<file path="src/evtu_pkg.sv">
package evtu_pkg;

  // Register word indices on the Avalon-MM word bus (byte address = 4 * index).
  localparam logic [7:0] EVTU_CONTROL_FIRST_IDX   = 8'h00;
  localparam logic [7:0] EVTU_CONTROL_SECOND_IDX   = 8'h01;
  localparam logic [7:0] EVTU_EVENT_CONTROL_REGISTER_IDX  = 8'h04;
  localparam logic [7:0] EVTU_INTCTRL_IDX = 8'h05;
  localparam logic [7:0] EVTU_INTFLAG_IDX = 8'h06;
  localparam logic [7:0] EVTU_STATUS_IDX  = 8'h07;
  localparam logic [7:0] EVTU_CNTL_IDX    = 8'h0A;
  localparam logic [7:0] EVTU_CNTH_IDX    = 8'h0B;
  localparam logic [7:0] EVTU_PWM_PERIOD_BYTE_IDX   = 8'h0C;
  localparam logic [7:0] EVTU_PWM_DUTY_BYTE_IDX   = 8'h0D;

  // Field positions.
  localparam int EVTU_ENABLE_POS  = 0;
  localparam int EVTU_CLOCK_SELECT_FIELD_POS  = 1;
  localparam int EVTU_SYNCRS_POS  = 4;
  localparam int EVTU_MODE_POS    = 0;
  localparam int EVTU_OUTEN_POS   = 4;
  localparam int EVTU_OUTINIT_POS = 5;
  localparam int EVTU_ASYNCHRONOUS_UPDATE_POS   = 6;
  localparam int EVTU_CAPTURE_EVENT_INPUT_ENABLE_POS  = 0;
  localparam int EVTU_EDGE_POS    = 4;
  localparam int EVTU_FILTER_POS  = 6;

  // Reset values.
  localparam logic [7:0]  EVTU_CTRL_RST = 8'h00;
  localparam logic [15:0] EVTU_WORD_RST = 16'h0000;

  // Timing counts.
  localparam int EVTU_FILTER_DEPTH = 4;
  localparam int EVTU_SS_DELAY     = 2;

  // Clock selections.
  localparam logic [1:0] EVTU_PERIPHERAL_CLOCK  = 2'h0;
  localparam logic [1:0] EVTU_CLK_DIV2 = 2'h1;
  localparam logic [1:0] EVTU_CLK_COMP = 2'h2;

  typedef enum logic [2:0] {
    EVTU_PERIODIC = 3'h0,
    EVTU_TIMEOUT  = 3'h1,
    EVTU_CAPTURE  = 3'h2,
    EVTU_FREQ     = 3'h3,
    EVTU_PWIDTH   = 3'h4,
    EVTU_FRQPW    = 3'h5,
    EVTU_SINGLE   = 3'h6,
    EVTU_PWM8     = 3'h7
  } evtu_mode_type;

  // Avalon-MM request bundle.
  typedef struct packed {
    logic [5:0]  address;
    logic        read;
    logic        write;
    logic [31:0] writedata;
  } evtu_avreq_type;

  // Companion timer link bundle.
  typedef struct packed {
    logic tick;
    logic restart;
  } evtu_comp_type;

endpackage : evtu_pkg

</file>
<file path="src/evtu_event_timer_unit.sv">
// The register offsets and register access over Avalon-MM were chosen for this implementation.
`timescale 1ns/1ps
`default_nettype none

module evtu_event_timer_unit
  import evtu_pkg::*;
#(
  parameter int CNT_W = 16
) (
  input  wire logic                    mclk_i,
  input  wire logic                    arst_n_i,
  input  wire evtu_pkg::evtu_avreq_type av_req_i,
  output logic [31:0]                  av_readdata_o,
  output logic                         av_waitrequest_o,
  input  wire logic                    event_in_i,
  input  wire evtu_pkg::evtu_comp_type comp_i,
  output logic                         wave_out_o,
  output logic                         event_strobe_o,
  output logic                         irq_o
);
  import evtu_pkg::*;

  // Two-stage reset release; the bus handshake and control registers also clear on the synchronised copy.
  logic rst_s1_q, rst_n_q;
  always_ff @(posedge mclk_i or negedge arst_n_i) begin
    if (!arst_n_i) begin
      rst_s1_q <= 1'b0;
      rst_n_q  <= 1'b0;
    end else begin
      rst_s1_q <= 1'b1;
      rst_n_q  <= rst_s1_q;
    end
  end

  logic [7:0]       control_first_q, control_second_q, event_control_register_q;
  logic             inten_q, flag_q, run_q;
  logic [CNT_W-1:0] cnt_q, capture_compare_value_q;
  logic [7:0]       temp_q;
  logic             ack_q;

  evtu_mode_type mode;
  logic [1:0]    clock_select_field;
  assign mode   = evtu_mode_type'(control_second_q[EVTU_MODE_POS +: 3]);
  assign clock_select_field = control_first_q[EVTU_CLOCK_SELECT_FIELD_POS +: 2];

  // Bus decode; the slave answers every access one cycle after it is seen.
  // Side effects land only at the edge where waitrequest is sampled low.
  logic [7:0] idx;
  logic       wr_acc, rd_acc;
  assign idx    = {2'b00, av_req_i.address};
  assign wr_acc = av_req_i.write & ack_q;
  assign rd_acc = av_req_i.read & ack_q;

  function automatic logic hit(input logic [7:0] a, input logic [7:0] r);
    hit = (a == r);
  endfunction

  logic frozen;
  assign frozen = (mode == EVTU_TIMEOUT) && !run_q;

  // Capture high byte read; ignored in the frozen time-out state.
  logic rd_cap_hi, rd_cnt_lo, wr_flag_clr;
  assign rd_cap_hi   = rd_acc && hit(idx, EVTU_PWM_DUTY_BYTE_IDX) && !frozen;
  assign rd_cnt_lo   = rd_acc && hit(idx, EVTU_CNTL_IDX) && !frozen;
  assign wr_flag_clr = wr_acc && hit(idx, EVTU_INTFLAG_IDX) && av_req_i.writedata[0];

  // Waitrequest drops one cycle after the request, then the request is released.
  always_ff @(posedge mclk_i or negedge arst_n_i) begin
    if (!arst_n_i) begin
      ack_q <= 1'b0;
    end else if (!rst_n_q) begin
      ack_q <= 1'b0;
    end else begin
      ack_q <= (av_req_i.read | av_req_i.write) & ~ack_q;
    end
  end
  assign av_waitrequest_o = ~ack_q;

  // Read data mux; the count high byte comes from the temp latched at the low read.
  always_ff @(posedge mclk_i or negedge arst_n_i) begin
    if (!arst_n_i) begin
      av_readdata_o <= 32'h0000_0000;
    end else begin
      case (idx)
        EVTU_CONTROL_FIRST_IDX:   av_readdata_o <= {24'h000000, control_first_q};
        EVTU_CONTROL_SECOND_IDX:   av_readdata_o <= {24'h000000, control_second_q};
        EVTU_EVENT_CONTROL_REGISTER_IDX:  av_readdata_o <= {24'h000000, event_control_register_q};
        EVTU_INTCTRL_IDX: av_readdata_o <= {31'h0, inten_q};
        EVTU_INTFLAG_IDX: av_readdata_o <= {31'h0, flag_q};
        EVTU_STATUS_IDX:  av_readdata_o <= {31'h0, run_q};
        EVTU_CNTL_IDX:    av_readdata_o <= {24'h000000, cnt_q[7:0]};
        EVTU_CNTH_IDX:    av_readdata_o <= {24'h000000, temp_q};
        EVTU_PWM_PERIOD_BYTE_IDX:   av_readdata_o <= {24'h000000, capture_compare_value_q[7:0]};
        EVTU_PWM_DUTY_BYTE_IDX:   av_readdata_o <= {24'h000000, capture_compare_value_q[15:8]};
        default:          av_readdata_o <= 32'h0000_0000;
      endcase
    end
  end

  // Software-written control registers.
  always_ff @(posedge mclk_i or negedge arst_n_i) begin
    if (!arst_n_i) begin
      control_first_q  <= EVTU_CTRL_RST;
      control_second_q  <= EVTU_CTRL_RST;
      event_control_register_q <= EVTU_CTRL_RST;
      inten_q  <= 1'b0;
      temp_q   <= 8'h00;
    end else if (!rst_n_q) begin
      control_first_q  <= EVTU_CTRL_RST;
      control_second_q  <= EVTU_CTRL_RST;
      event_control_register_q <= EVTU_CTRL_RST;
      inten_q  <= 1'b0;
      temp_q   <= 8'h00;
    end else begin
      if (wr_acc && hit(idx, EVTU_CONTROL_FIRST_IDX))   control_first_q  <= av_req_i.writedata[7:0] & 8'h57;
      if (wr_acc && hit(idx, EVTU_CONTROL_SECOND_IDX))   control_second_q  <= av_req_i.writedata[7:0] & 8'h77;
      if (wr_acc && hit(idx, EVTU_EVENT_CONTROL_REGISTER_IDX))  event_control_register_q <= av_req_i.writedata[7:0] & 8'h51;
      if (wr_acc && hit(idx, EVTU_INTCTRL_IDX)) inten_q  <= av_req_i.writedata[0];
      if (rd_cnt_lo) temp_q <= cnt_q[15:8];
    end
  end

  // Noise filter: the sample only passes after four equal samples.
  logic [EVTU_FILTER_DEPTH-1:0] hist_q;
  logic                         filt_q, ev_prev_q;
  logic                         ev_lvl;
  always_ff @(posedge mclk_i or negedge arst_n_i) begin
    if (!arst_n_i) begin
      hist_q <= '0;
      filt_q <= 1'b0;
    end else begin
      hist_q <= {hist_q[EVTU_FILTER_DEPTH-2:0], event_in_i};
      if (&hist_q || ~|hist_q) filt_q <= hist_q[0];
    end
  end
  assign ev_lvl = event_control_register_q[EVTU_FILTER_POS] ? filt_q : event_in_i;

  // Edge detection, gated by the event enable.
  logic ev_en, rise, fall, edge_sel, trig;
  always_ff @(posedge mclk_i or negedge arst_n_i) begin
    if (!arst_n_i) ev_prev_q <= 1'b0;
    else           ev_prev_q <= ev_lvl;
  end
  assign ev_en    = event_control_register_q[EVTU_CAPTURE_EVENT_INPUT_ENABLE_POS] && control_first_q[EVTU_ENABLE_POS];
  assign rise     = ev_en && ev_lvl && !ev_prev_q;
  assign fall     = ev_en && !ev_lvl && ev_prev_q;
  assign edge_sel = event_control_register_q[EVTU_EDGE_POS];
  // Edge bit picks the active polarity in time-out, capture and frequency modes: 0 rising, 1 falling.
  assign trig     = edge_sel ? fall : rise;

  // Prescaler tick generation.
  logic div_q, tick;
  always_ff @(posedge mclk_i or negedge arst_n_i) begin
    if (!arst_n_i) div_q <= 1'b0;
    else           div_q <= ~div_q;
  end
  always_comb begin
    case (clock_select_field)
      EVTU_PERIPHERAL_CLOCK:  tick = 1'b1;
      EVTU_CLK_DIV2: tick = div_q;
      EVTU_CLK_COMP: tick = comp_i.tick;
      default:       tick = 1'b0;
    endcase
  end

  logic enable, sync_rs, cnt_wr_lo, cnt_wr_hi, capture_compare_value_wr_lo, capture_compare_value_wr_hi;
  assign enable     = control_first_q[EVTU_ENABLE_POS];
  assign sync_rs    = control_first_q[EVTU_SYNCRS_POS] && comp_i.restart;
  assign cnt_wr_lo  = wr_acc && hit(idx, EVTU_CNTL_IDX);
  assign cnt_wr_hi  = wr_acc && hit(idx, EVTU_CNTH_IDX);
  assign capture_compare_value_wr_lo = wr_acc && hit(idx, EVTU_PWM_PERIOD_BYTE_IDX);
  assign capture_compare_value_wr_hi = wr_acc && hit(idx, EVTU_PWM_DUTY_BYTE_IDX);

  // Single-shot start: one register stage, so run_q rises two cycles after the event and the output one cycle later.
  logic       ss_trig;
  logic       ss_dly_q;
  logic       en_prev_q, pw_phase_q, fp_stage_q, fp_armed_q;
  assign ss_trig = edge_sel ? (rise | fall) : rise;
  always_ff @(posedge mclk_i or negedge arst_n_i) begin
    if (!arst_n_i) begin
      ss_dly_q  <= 1'b0;
      en_prev_q <= 1'b0;
    end else begin
      ss_dly_q  <= ss_trig && !run_q && mode == EVTU_SINGLE;
      en_prev_q <= enable;
    end
  end

  // Counter, capture register, run state and flag; set wins over clear.
  logic set_flag, at_top, ss_go;
  logic [CNT_W-1:0] top_v;
  assign top_v = capture_compare_value_q;
  assign at_top = (cnt_q == top_v);
  assign ss_go = ss_dly_q;

  always_ff @(posedge mclk_i or negedge arst_n_i) begin
    if (!arst_n_i) begin
      cnt_q      <= EVTU_WORD_RST;
      capture_compare_value_q     <= EVTU_WORD_RST;
      run_q      <= 1'b0;
      flag_q     <= 1'b0;
      pw_phase_q <= 1'b0;
      fp_stage_q <= 1'b0;
      fp_armed_q <= 1'b1;
      set_flag   <= 1'b0;
    end else begin
      set_flag <= 1'b0;
      if (capture_compare_value_wr_lo) capture_compare_value_q[7:0]  <= av_req_i.writedata[7:0];
      if (capture_compare_value_wr_hi) capture_compare_value_q[15:8] <= av_req_i.writedata[7:0];
      if (cnt_wr_lo)  cnt_q[7:0]   <= av_req_i.writedata[7:0];
      if (cnt_wr_hi)  cnt_q[15:8]  <= av_req_i.writedata[7:0];
      if (wr_acc && hit(idx, EVTU_STATUS_IDX) && !frozen) run_q <= av_req_i.writedata[0];
      if (!enable) begin
        run_q <= 1'b0;
      end else if (!(cnt_wr_lo || cnt_wr_hi)) begin
        if (sync_rs) cnt_q <= '0;
        else case (mode)
          EVTU_PERIODIC: begin
            run_q <= 1'b1;
            if (tick) begin
              if (at_top) begin
                cnt_q <= '0;
                set_flag <= 1'b1;
              end else begin
                cnt_q <= cnt_q + 1'b1;
              end
            end
          end
          EVTU_TIMEOUT: begin
            if (trig) begin
              if (!run_q || !pw_phase_q) begin
                cnt_q <= '0;
                run_q <= 1'b1;
                pw_phase_q <= 1'b1;
              end else begin
                run_q <= 1'b0;
                pw_phase_q <= 1'b0;
              end
            end else if (tick && run_q) begin
              cnt_q <= cnt_q + 1'b1;
              if (at_top) set_flag <= 1'b1;
            end
          end
          EVTU_CAPTURE: begin
            run_q <= 1'b1;
            if (trig) begin
              capture_compare_value_q <= cnt_q;
              set_flag <= 1'b1;
            end
            if (tick) cnt_q <= cnt_q + 1'b1;
          end
          EVTU_FREQ: begin
            run_q <= 1'b1;
            if (trig) begin
              capture_compare_value_q <= cnt_q;
              cnt_q <= '0;
              set_flag <= 1'b1;
            end else if (tick) cnt_q <= cnt_q + 1'b1;
          end
          EVTU_PWIDTH: begin
            run_q <= 1'b1;
            if (!pw_phase_q && rise) begin
              cnt_q <= '0;
              pw_phase_q <= 1'b1;
            end else if (pw_phase_q && fall) begin
              capture_compare_value_q <= cnt_q;
              set_flag <= 1'b1;
              pw_phase_q <= 1'b0;
            end else if (tick) cnt_q <= cnt_q + 1'b1;
          end
          EVTU_FRQPW: begin
            if (fp_armed_q && rise && !run_q) begin
              cnt_q <= '0;
              run_q <= 1'b1;
              fp_stage_q <= 1'b0;
            end else if (run_q && !fp_stage_q && fall) begin
              capture_compare_value_q <= cnt_q;
              fp_stage_q <= 1'b1;
            end else if (run_q && fp_stage_q && rise) begin
              run_q <= 1'b0;
              set_flag <= 1'b1;
              fp_armed_q <= 1'b0;
            end else if (tick && run_q) cnt_q <= cnt_q + 1'b1;
            if (rd_cap_hi || wr_flag_clr) fp_armed_q <= 1'b1;
          end
          EVTU_SINGLE: begin
            if (enable && !en_prev_q && cnt_q != top_v) run_q <= 1'b1;
            if (ss_go && !run_q) begin
              cnt_q <= '0;
              run_q <= 1'b1;
            end else if (run_q && tick) begin
              if (at_top) run_q <= 1'b0;
              else cnt_q <= cnt_q + 1'b1;
            end
          end
          default: begin
            run_q <= 1'b1;
            if (tick) begin
              if (cnt_q[7:0] >= capture_compare_value_q[7:0]) cnt_q <= '0;
              else cnt_q <= cnt_q + 1'b1;
            end
          end
        endcase
      end
      // Set has priority over clear.
      if (set_flag) flag_q <= 1'b1;
      else if (wr_flag_clr) flag_q <= 1'b0;
      else if (rd_cap_hi && (mode inside {EVTU_CAPTURE, EVTU_FREQ, EVTU_PWIDTH, EVTU_FRQPW}))
        flag_q <= 1'b0;
    end
  end

  // Event strobe and interrupt request, both registered.
  always_ff @(posedge mclk_i or negedge arst_n_i) begin
    if (!arst_n_i) begin
      event_strobe_o <= 1'b0;
      irq_o          <= 1'b0;
    end else begin
      event_strobe_o <= set_flag;
      irq_o          <= (flag_q | set_flag) && inten_q;
    end
  end

  // Waveform output selection per mode.
  logic [7:0] per_b, duty_b;
  logic       pwm_lvl;
  assign per_b  = capture_compare_value_q[7:0];
  assign duty_b = capture_compare_value_q[15:8];
  // Compare on the value about to be shown, so output tracks the counter.
  assign pwm_lvl = (per_b != 8'h00) && (duty_b != 8'h00) &&
                   ((duty_b == per_b + 8'h01) || (cnt_q[7:0] < duty_b));
  always_ff @(posedge mclk_i or negedge arst_n_i) begin
    if (!arst_n_i) begin
      wave_out_o <= 1'b0;
    end else if (!control_second_q[EVTU_OUTEN_POS]) begin
      wave_out_o <= 1'b0;
    end else begin
      case (mode)
        EVTU_SINGLE: wave_out_o <= run_q || (control_second_q[EVTU_ASYNCHRONOUS_UPDATE_POS] && ss_trig);
        EVTU_PWM8:   wave_out_o <= enable && pwm_lvl;
        default:     wave_out_o <= control_second_q[EVTU_OUTINIT_POS];
      endcase
    end
  end

  // Periodic flag fires on every tick at equality.
  property p_periodic_flag;
    @(posedge mclk_i) disable iff (!rst_n_q)
      (mode == EVTU_PERIODIC && enable && tick && at_top && !cnt_wr_lo && !cnt_wr_hi
       && !sync_rs) |=> set_flag;
  endproperty
  a_periodic_flag: assert property (p_periodic_flag) else $error("periodic flag missing");

  property p_strobe;
    @(posedge mclk_i) disable iff (!rst_n_q)
      event_strobe_o |-> flag_q;
  endproperty
  a_strobe: assert property (p_strobe) else $error("strobe without flag");

  property p_irq;
    @(posedge mclk_i) disable iff (!rst_n_q)
      (flag_q && inten_q) |=> irq_o;
  endproperty
  a_irq: assert property (p_irq) else $error("irq not raised");

  property p_cap_clear;
    @(posedge mclk_i) disable iff (!rst_n_q)
      (rd_cap_hi && mode == EVTU_CAPTURE && !set_flag) |=> !flag_q;
  endproperty
  a_cap_clear: assert property (p_cap_clear) else $error("flag not cleared on read");

  property p_wave_init;
    @(posedge mclk_i) disable iff (!rst_n_q)
      (control_second_q[EVTU_OUTEN_POS] && mode == EVTU_CAPTURE) [*2] |-> wave_out_o ==
        $past(control_second_q[EVTU_OUTINIT_POS]);
  endproperty
  a_wave_init: assert property (p_wave_init) else $error("output not initial value");

  property p_ss_delay;
    @(posedge mclk_i) disable iff (!rst_n_q)
      (mode == EVTU_SINGLE && !control_second_q[EVTU_ASYNCHRONOUS_UPDATE_POS] && ss_dly_q && !run_q
       && enable && !cnt_wr_lo && !cnt_wr_hi && !sync_rs) |=> run_q;
  endproperty
  a_ss_delay: assert property (p_ss_delay) else $error("single shot start late");

  property p_freq_cap;
    @(posedge mclk_i) disable iff (!rst_n_q)
      (mode == EVTU_FREQ && enable && trig && !cnt_wr_lo && !cnt_wr_hi && !sync_rs
       && !capture_compare_value_wr_lo && !capture_compare_value_wr_hi) |=> (capture_compare_value_q == $past(cnt_q)) && cnt_q == '0;
  endproperty
  a_freq_cap: assert property (p_freq_cap) else $error("frequency capture wrong");

  property p_filter;
    @(posedge mclk_i) disable iff (!rst_n_q)
      (filt_q != $past(filt_q)) |-> (&$past(hist_q) || ~|$past(hist_q));
  endproperty
  a_filter: assert property (p_filter) else $error("filter passed unstable input");

endmodule : evtu_event_timer_unit

`default_nettype wire

</file>
<file path="config.mk">
export PLATFORM = sky130hd
export DESIGN_NAME = evtu_event_timer_unit
export DESIGN_NICKNAME = d
export VERILOG_FILES = /design/src/evtu_pkg.sv /design/src/evtu_event_timer_unit.sv
export SDC_FILE = /design/constraint.sdc
export NUM_CORES = 1
export LEC_CHECK = 0
export ABC_CLOCK_PERIOD_IN_PS = 3900
export CELL_PAD_IN_SITES_DETAIL_PLACEMENT = 1
export CELL_PAD_IN_SITES_GLOBAL_PLACEMENT = 2
export CORE_MARGIN = 10
export CORE_UTILIZATION = 39
export CTS_BUF_LIST = sky130_fd_sc_hd__clkbuf_4 sky130_fd_sc_hd__clkbuf_8 sky130_fd_sc_hd__clkbuf_16
export CTS_CLUSTER_DIAMETER = 80
export DETAILED_ROUTE_END_ITERATION = 7
export DONT_BUFFER_PORTS = 1
export GPL_TIMING_DRIVEN = 1
export PLACE_DENSITY = 0.88
export SETUP_SLACK_MARGIN = 0.1
export SLEW_MARGIN = 20
export SYNTH_ARGS = -nofsm -noshare
export SYNTH_HDL_FRONTEND = slang
export SYNTH_SLANG_ARGS = --single-unit
</file>
<file path="constraint.sdc">
create_clock -name mclk_i -period 3.9 [get_ports mclk_i]
set_input_delay 0.585 -clock mclk_i [delete_from_list [all_inputs] [get_ports mclk_i]]
set_output_delay 0.585 -clock mclk_i [all_outputs]
set_load 0.1 [all_outputs]
</file>
==> results_dict.tcl, run 1 <==
set metrics [dict create \
    critPathCaptureType "register" \
    drtAntennaViolNets 0 \
    async_flop_share 1.00 \
    diodes 0 \
    skew_ns 0.00895 \
    crit_required_ns 4.12 \
    clockRootBuffer "clkbuf_16" \
    status "complete, no violations" \
    cts_tree "yes" \
    dr.pass1.iters 7 \
    first_global_vias 6282 \
    synth_cell_type_count 76 \
    grt-ovfl-total 0 \
    grtUsageTotal 0.212 \
    fin_setup_tns_ns 0 \
    worst_slew_pin_slew_ns 0.890 \
    worstPathArrival_ns 3.65 \
    slew_headroom 0.407 \
    clock_sinks 84 \
    ys_seq_area_frac 0.328 \
    portBuffers 0 \
    syn_inst 750 \
    synth_common_cells "dfrtp_1, nand2_1, a21oi_1, nor2_1, mux2i_1" \
    powerDensity_nw_per_um2 338 \
    vias 6026 \
    start_util 0.401 \
    critPathMaxFanout 9 \
    cts-resized-gates 0 \
    yosys.area.top_type "dfrtp_1" \
    num_rows 46 \
    fmax_mhz 292 \
    routed_wl_um 23000 \
    synth-seq-cells 84 \
    cts_buffer_depth 2 \
    antenna_found_initial 0 \
    synth_area_leaders "dfrtp_1, mux2i_1, a21oi_1" \
    drc 0 \
    io-pin-count 81 \
    hp-class "in2async" \
    cap_viol_max_count 0 \
    hold_viol 0 \
    crit_path_start_kind "register" \
    path_clk_slew_ns 0.07 \
    postCtsSetupBuffers 0 \
    fin_nets 794 \
    post-route-min-period_ns 3.43 \
    die_w_um 148 \
    die_y_um 148 \
    worstSetupPathType "reg2reg" \
    hpwl_um 16700 \
    finalWeightedCongestion 0.908 \
    synthFlopType "dfrtp_1" \
    synth_most_common_cell "dfrtp_1" \
    rsz0062_at_grt "no" \
    vdd_drop_max_mv 0.225 \
    synth_warnings 0 \
    avgSynthCellArea_um2 8.55 \
    cts_buffers 9 \
    synth_edf_count 0 \
    clk-insertion-delay-late_ns 0.37 \
    finalCritPeriodShare 0.879 \
    setup_viol 0 \
    area_growth_syn_to_layout_pct 6.50 \
    vias_per_cell 6.33 \
    drive_above_1_share 0.0924 \
    core_area_um2 16000 \
    yosys.area.top_type_share 0.324 \
    grt_start_max_net_pins 84 \
    wire_per_inst_um 24.1 \
    die_area_um2 22000 \
    synthesis.area_um2 6410 \
    dr.first_iter.drc_count 579 \
    power_leakage_nw 2.93 \
    grt_pass1_wl_um 36700 \
    power_w 0.00231 \
    cts-htree-levels 3 \
    slew_viol_final 0 \
]
flip-flops by register name (all words and copies together) (netlist names), 3 cells and up:
register / count
temp_q: 8
control_first_q: 5
event_control_register_q: 3
av_readdata_o: 8
cnt_q: 16
hist_q: 4
control_second_q: 6
capture_compare_value_q: 16
metal layers:
metal  global-route usage  wire length (um)  up-vias
li1                     -                 -     2653
met1                0.270              9850     3052
met2                0.342             10800      263
met3               0.0394              1570       58
met4               0.0932               740        0
met5                    0                 0        -
final cells by class:
cell class / instances / area [um^2]
Clock inverter: 7 / 90.1
Multi-Input combinational cell: 587 / 3860
Clock buffer: 9 / 225
Tap cell: 216 / 270
Sequential cell: 84 / 2100
Timing Repair Buffer: 21 / 178
Fill cell: 1968 / 9170
Inverter: 28 / 105
logic make-up after synthesis:
family / after synthesis / share of synthesized area
DFF: 84 / 0.328
other: 2 / 0.00117
xor gates and xnor gates: 33 / 0.0462
buffers and inverters: 102 / 0.0850
and+or+nand+nor: 259 / 0.210
muxes: 51 / 0.0811
adders and majority gates: 18 / 0.0351
AOI/OAI and AO/OA: 201 / 0.214
power breakdown:
part	internal (W)	leakage, nW	switching (W)	total, W
Clock	0.000515	0.150	0.000432	0.000946
Sequential	0.000894	1.14	0.0000512	0.000945
Combinational	0.000121	1.64	0.000297	0.000418
Total	0.00153	2.93	0.000780	0.00231
worst max-delay path, cell delays in order (launching register included):
cell and delay [ns]:
dfrtp_1 0.51, inv_1 0.14, ha_1 0.32, and4_1 0.24, nand4_1 0.20, or4_4 0.62
a32oi_4 0.41, nand2_1 0.10, o21ai_0 0.56, o22ai_1 0.19
per-stage QoR:
stage | instances | setup slack (ns) | cell area, um^2 | util | hold slack (ns)
3_3_place_gp | 935 | 0.727 | 6490 | 0.406 | 0.293
4_1_cts | 952 | 0.581 | 6830 | 0.427 | 0.0487
5_1_grt | 952 | 0.398 | 6830 | 0.427 | 0.0433
3_5_place_dp | 935 | 0.606 | 6490 | 0.406 | 0.292
2_1_floorplan | 773 | 1.17 | 6500 | - | 0.289
6_report | 952 | 0.471 | 6830 | 0.427 | 0.0548
path summary, 6_finish.rpt:
| path | depth (start not counted) | startpoint | slack [ns] | end |
|---|---|---|---|---|
| min in group mclk_i | 0 | event_in_i | 0.24 | hist_q[0] |
| max in group asynchronous | 1 | arst_n_i | 3.39 | capture_compare_value_q[2] |
| worst max register to register | 9 | capture_compare_value_q[4] | 0.47 | cnt_q[4] |
| worst min-delay path | 0 | arst_n_i | 0.05 | fp_armed_q |
| worst min register to register | 0 | rst_s1_q | 0.35 | rst_n_q |
| worst max-delay path | 9 | capture_compare_value_q[4] | 0.47 | cnt_q[4] |
layout by cell type (no fill, tap or decap), drive strengths merged, types with 10 or more instances in the layout:
cell type and count:
dfrtp 83, nand2 65, nor2 56, a21oi 54
mux2i 43, o21ai 37, nand3 34, inv 32
conb 25, buf 21, a21boi 19, xnor2 19
ha 18, nor3 16, nand4 14, xor2 14
nor2b 14, o22ai 10
timing repair:
item,in CTS,in global routing
endpoints found under the setup margin,0,0
endpoints found under the hold margin,83,0
hold buffers,1,0
(Power assumes the default switching activity.)
==> inputs of run 2 (changes only) <==
Settings changed: ABC_CLOCK_PERIOD_IN_PS 3900 to 3050, CORE_UTILIZATION 39 to 35, CTS_BUF_LIST sky130_fd_sc_hd__clkbuf_4 sky130_fd_sc_hd__clkbuf_8 sky130_fd_sc_hd__clkbuf_16 to default, CTS_CLUSTER_DIAMETER 80 to 150, PLACE_DENSITY 0.88 to 0.84.
Clock period 3.9 ns to 3.05 ns, I/O delays scaled along.
==> run 2 against run 1 <==
Effect of this change: the flow now finishes with violations (hold timing); first-iteration DRC count rose by 16%; utilization down 2.9 points; power increased by 23%; worst setup slack worse by 0.28 ns; die area up 9.8%; largest cell class unchanged; sequential cell count stayed put; critical path type unchanged; worst hold slack got worse by 0.076 ns.
==> results_dict.tcl, run 2 (synthesized netlist as in run 1, its figures left out) <==
set metrics [dict create \
    dr.first_iter.drc_count 671 \
    final_cells 1007 \
    slew_viol_final 0 \
    crit_required_ns 3.29 \
    clock_sinks 84 \
    io-pin-count 81 \
    violations "hold timing" \
    hp-class "in2async" \
    finalWeightedCongestion 0.933 \
    routed_wl_um 24000 \
    skew_ns 0.00777 \
    hold_viol 3 \
    grt_start_max_net_pins 85 \
    finalCritPeriodShare 0.938 \
    die_area_um2 24100 \
    die_y_um 155 \
    crit_path_start_kind "register" \
    diodes 0 \
    fillCellCount 2141 \
    cts-htree-levels 3 \
    cts_buffer_depth 2 \
    critPathCaptureType "register" \
    status "finished, violations left" \
    first_global_vias 6348 \
    rsz0062_at_grt "no" \
    start_util 0.356 \
    portBuffers 0 \
    worstPathArrival_ns 3.10 \
    post-route-min-period_ns 2.86 \
    powerDensity_nw_per_um2 396 \
    drc 0 \
    cts_buffers 9 \
    setup_viol 0 \
    post_dp_cell_area_um2 6820 \
    power_leakage_nw 3.15 \
    area_growth_syn_to_layout_pct 11.9 \
    fin_nets 837 \
    fin_setup_tns_ns 0 \
    hpwl_um 17800 \
    critPathMaxFanout 5 \
    num_rows 49 \
    vias 6149 \
    final_common_cell "dfrtp_1" \
    slew_headroom 0.401 \
    grt_pass1_wl_um 36700 \
    fmax_mhz 349 \
    final_cell_mix "dfrtp_1, nand2_1, buf_4" \
    worst_slew_pin_slew_ns 0.899 \
    cts_tree "yes" \
    dr.pass1.iters 6 \
    dp_cells 988 \
    cap_viol_max_count 0 \
    drtAntennaViolNets 0 \
    antenna_found_initial 0 \
    wire_per_inst_um 23.8 \
    grtUsageTotal 0.193 \
    vdd_drop_max_mv 0.286 \
    regArea_um2 2100 \
    whs_ns -0.0209 \
    finish.utilization 0.398 \
    multiInputGateArea_um2 3890 \
    grt-ovfl-total 0 \
    path_clk_slew_ns 0.06 \
    die_w_um 155 \
    worstSetupPathType "reg2reg" \
    vias_per_cell 6.11 \
    largestRegisters "capture_compare_value_q (16), cnt_q (16)" \
    core_area_um2 18000 \
    clockRootBuffer "clkbuf_16" \
    drive_above_1_share 0.148 \
    clk-insertion-delay-late_ns 0.36 \
    stdcell_area_um2 7180 \
]
==> run 2: worst paths after layout <==
path | slack (ns) | depth (start not counted) | from | endpoint
max in group asynchronous | 2.67 | 1 | arst_n_i | cnt_q[0]
min in group mclk_i | 0.13 | 0 | event_in_i | hist_q[0]
hold / removal | -0.02 | 1 | arst_n_i | pw_phase_q
hold reg to reg | 0.35 | 0 | rst_s1_q | rst_n_q
setup reg to reg | 0.19 | 10 | capture_compare_value_q[2] | cnt_q[9]
setup / recovery | 0.19 | 10 | capture_compare_value_q[2] | cnt_q[9]
==> run 2: layer usage <==
| layer | vias to the layer above | global-route usage | share of wire |
|---|---|---|---|
| met3 | 45 | 0.0325 | 0.060 |
| met5 | - | 0 | 0 |
| met2 | 227 | 0.323 | 0.48 |
| met1 | 3146 | 0.245 | 0.43 |
| li1 | 2731 | - | - |
| met4 | 0 | 0.0677 | 0.027 |
==> run 2: where the power goes <==
part / total (W) / switching, W / internal, W
registers: 0.00119 / 0.0000482 / 0.00114
clock network: 0.00104 / 0.000489 / 0.000552
logic: 0.000606 / 0.000411 / 0.000195
==> run 2: worst max-delay path: stages, from the launching register on <==
cell and delay (ns):
dfrtp_1 0.34, inv_1 0.09, ha_1 0.33, nand3_2 0.14, nand3b_1 0.22, or4_4 0.57, a211oi_4 0.30, buf_4 0.17
nor2_2 0.07, a221o_1 0.34, a22o_1 0.18
==> run 2: stage by stage <==
| step | setup WS, ns | power (W) |
|---|---|---|
| 2_1_floorplan | 0.317 | 0.00164 |
| 3_3_place_gp | 0.190 | 0.00174 |
| 3_5_place_dp | 0.132 | 0.00176 |
| 4_1_cts | 0.132 | 0.00283 |
| 5_1_grt | 0.0899 | 0.00294 |
| 6_report | 0.188 | 0.00284 |
==> run 2: what timing repair did <==
| action | 4_1_cts | 5_1_grt |
|---|---|---|
| setup endpoints to repair | 0 | 13 |
| hold buffers | 1 | 0 |
| setup buffers | 0 | 3 |
| gates resized for setup | 0 | 6 |
| endpoints found under the hold margin | 84 | 0 |
==> run 2: area by class of cell <==
cell class              instances  area share
clock inverters                 5     0.00558
inverters                      28      0.0146
flip-flops and latches         84       0.293
repair buffers                 64      0.0732
multi-input cells             587       0.542
well taps                     229      0.0399
clock buffers                  10      0.0319
==> inputs of run 3 (changes only) <==
Settings changed: SETUP_SLACK_MARGIN 0.1 to 0.5.
==> run 3 against run 2 <==
Effect of this change: the flow now finishes without violations; clock power up 7%; register-to-register slack better by 0.09 ns; sequential power about the same; worst setup slack better by 0.092 ns; utilization up 0.92 points; non-clock buffer count up 4; clock skew up 0.0025 ns; critical path depth unchanged; first-iteration DRC count down 8.2%; cell area up 2.3%; global-route usage up 0.65 points; critical endpoint is now cnt_q[15]; largest cell class unchanged.
==> results_dict.tcl, run 3 (synthesized netlist as in run 1, its figures left out) <==
set metrics [dict create \
    drive_above_1_share 0.180 \
    pwr-share-clk 0.376 \
    stdcell_area_um2 7340 \
    cap_viol_max_count 0 \
    critPathMaxFanout 9 \
    path_clk_slew_ns 0.07 \
    cts_tree "yes" \
    powerDensity_nw_per_um2 403 \
    grtUsageTotal 0.199 \
    switching_share 0.331 \
    setup_viol 0 \
    hold_viol 0 \
    num_rows 49 \
    grt-ovfl-total 0 \
    dr.pass1.iters 5 \
    vias_per_cell 6.12 \
    clock_sinks 84 \
    status "complete, no violations" \
    cts-htree-levels 3 \
    fmax_mhz 361 \
    wire_per_inst_um 24.1 \
    finish.utilization 0.407 \
    largestRegisters "capture_compare_value_q (16), cnt_q (16)" \
    power_switching_w 0.000980 \
    first_global_vias 6576 \
    fin_setup_tns_ns 0 \
    slew_headroom 0.404 \
    final_common_cell "dfrtp_1" \
    hp-class "in2async" \
    crit_required_ns 3.28 \
    worstSetupPathType "reg2reg" \
    die_area_um2 24100 \
    io-pin-count 81 \
    drc 0 \
    hpwl_um 18100 \
    core_area_um2 18000 \
    worst_slew_pin_slew_ns 0.894 \
    cts_buffer_depth 2 \
    vias 6196 \
    power_frac_seq 0.403 \
    post_dp_cell_area_um2 6790 \
    power_w 0.00296 \
    dp_cells 986 \
    slew_viol_final 0 \
    r2r-start "cnt_q[4]" \
    startpoint "cnt_q[4]" \
    vdd_drop_max_mv 0.341 \
    p_int_w 0.00198 \
    power_leakage_nw 3.19 \
    diodes 0 \
    fillCellCount 2121 \
    crit_path_start_kind "register" \
    rsz0062_at_grt "yes" \
    grt_start_max_net_pins 85 \
    start_util 0.356 \
    grt_pass1_wl_um 38000 \
    r2r_setup_slack_ns 0.28 \
    drtAntennaViolNets 0 \
    clockRootBuffer "clkbuf_16" \
    finalCritPeriodShare 0.908 \
    combPwrFrac 0.221 \
    post-route-min-period_ns 2.77 \
    final_cells 1012 \
    fin_nets 841 \
    antenna_found_initial 0 \
    cts_buffers 9 \
    routed_wl_um 24400 \
    area_growth_syn_to_layout_pct 14.5 \
    die_w_um 155 \
    dr.first_iter.drc_count 616 \
    clk-insertion-delay-late_ns 0.35 \
    die_y_um 155 \
    critPathCaptureType "register" \
    finalWeightedCongestion 0.926 \
    portBuffers 0 \
    worstPathArrival_ns 3.00 \
    final_cell_mix "dfrtp_1, buf_4, nand2_1" \
    skew_ns 0.0103 \
]
-- run 3: cell count changes in the layout (fill, tap and decap cells not counted), moves of 3 or more --
cell,previous run,this run
inv_1,28,25
ha_1,18,13
dfrtp_2,0,3
dfrtp_1,83,80
inv_2,0,3
a21oi_1,52,48
a21oi_2,2,6
clkinv_4,4,1
buf_4,61,64
ha_4,0,5
-- run 3: stage by stage --
stage | hold WS (ns) | setup slack, ns
after floorplan | 0.162 | 0.515
after global placement | 0.166 | 0.269
after detailed placement | 0.165 | 0.141
after CTS | 0.00884 | 0.299
after global routing | 0.0351 | 0.193
final | 0.0164 | 0.281
-- run 3: cell type report --
| class | instances | area (um^2) | share of cell area |
|---|---|---|---|
| timing repair buffer | 68 | 551 | 0.0750 |
| clock buffer | 11 | 253 | 0.0344 |
| multi-input combinational | 587 | 4000 | 0.544 |
| inverter | 28 | 105 | 0.0143 |
| sequential | 84 | 2110 | 0.287 |
| clock inverter | 5 | 42.5 | 0.00579 |
| tap | 229 | 287 | 0.0390 |
-- run 3: critical path, cell delays in order (launching register included) --
cell     delay, ns
dfrtp_1       0.43
ha_4          0.29
and4_4        0.23
nand4_1       0.14
buf_4         0.18
or4_4         0.44
a32oi_4       0.20
buf_12        0.16
o21ai_2       0.07
a221o_1       0.32
a22o_1        0.18
-- run 3: final timing paths --
path	end	cells past startpoint
max in group asynchronous	fp_armed_q	1
min in group mclk_i	hist_q[0]	0
hold / removal	hist_q[2]	1
hold reg to reg	rst_n_q	0
setup reg to reg	cnt_q[15]	10
setup / recovery	cnt_q[15]	10
-- run 3: repair_timing --
| item | 4_1_cts | 5_1_grt |
|---|---|---|
| resized for setup | 24 | 7 |
| buffers inserted | 7 | 2 |
| hold buffers | 1 | 0 |
| cloned | 0 | 0 |
| endpoints found under the setup margin | 16 | 17 |
| pin swaps | 17 | 6 |
| endpoints found under the hold margin | 84 | 0 |
-- run 3: power by group through the flow --
stage	Sequential, W	Combinational, W	Clock, W
after floorplan	0.00119	0.000450	0
final	0.00119	0.000655	0.00111
after detailed placement	0.00121	0.000553	0
after global placement	0.00121	0.000535	0
after CTS	0.00119	0.000633	0.00113
after global routing	0.00119	0.000700	0.00118
-- run 3: metal layers --
metal	GRT usage	wire [um]
met3	0.0375	1600
met1	0.252	10400
met2	0.328	11700
met4	0.0780	641
met5	0	0
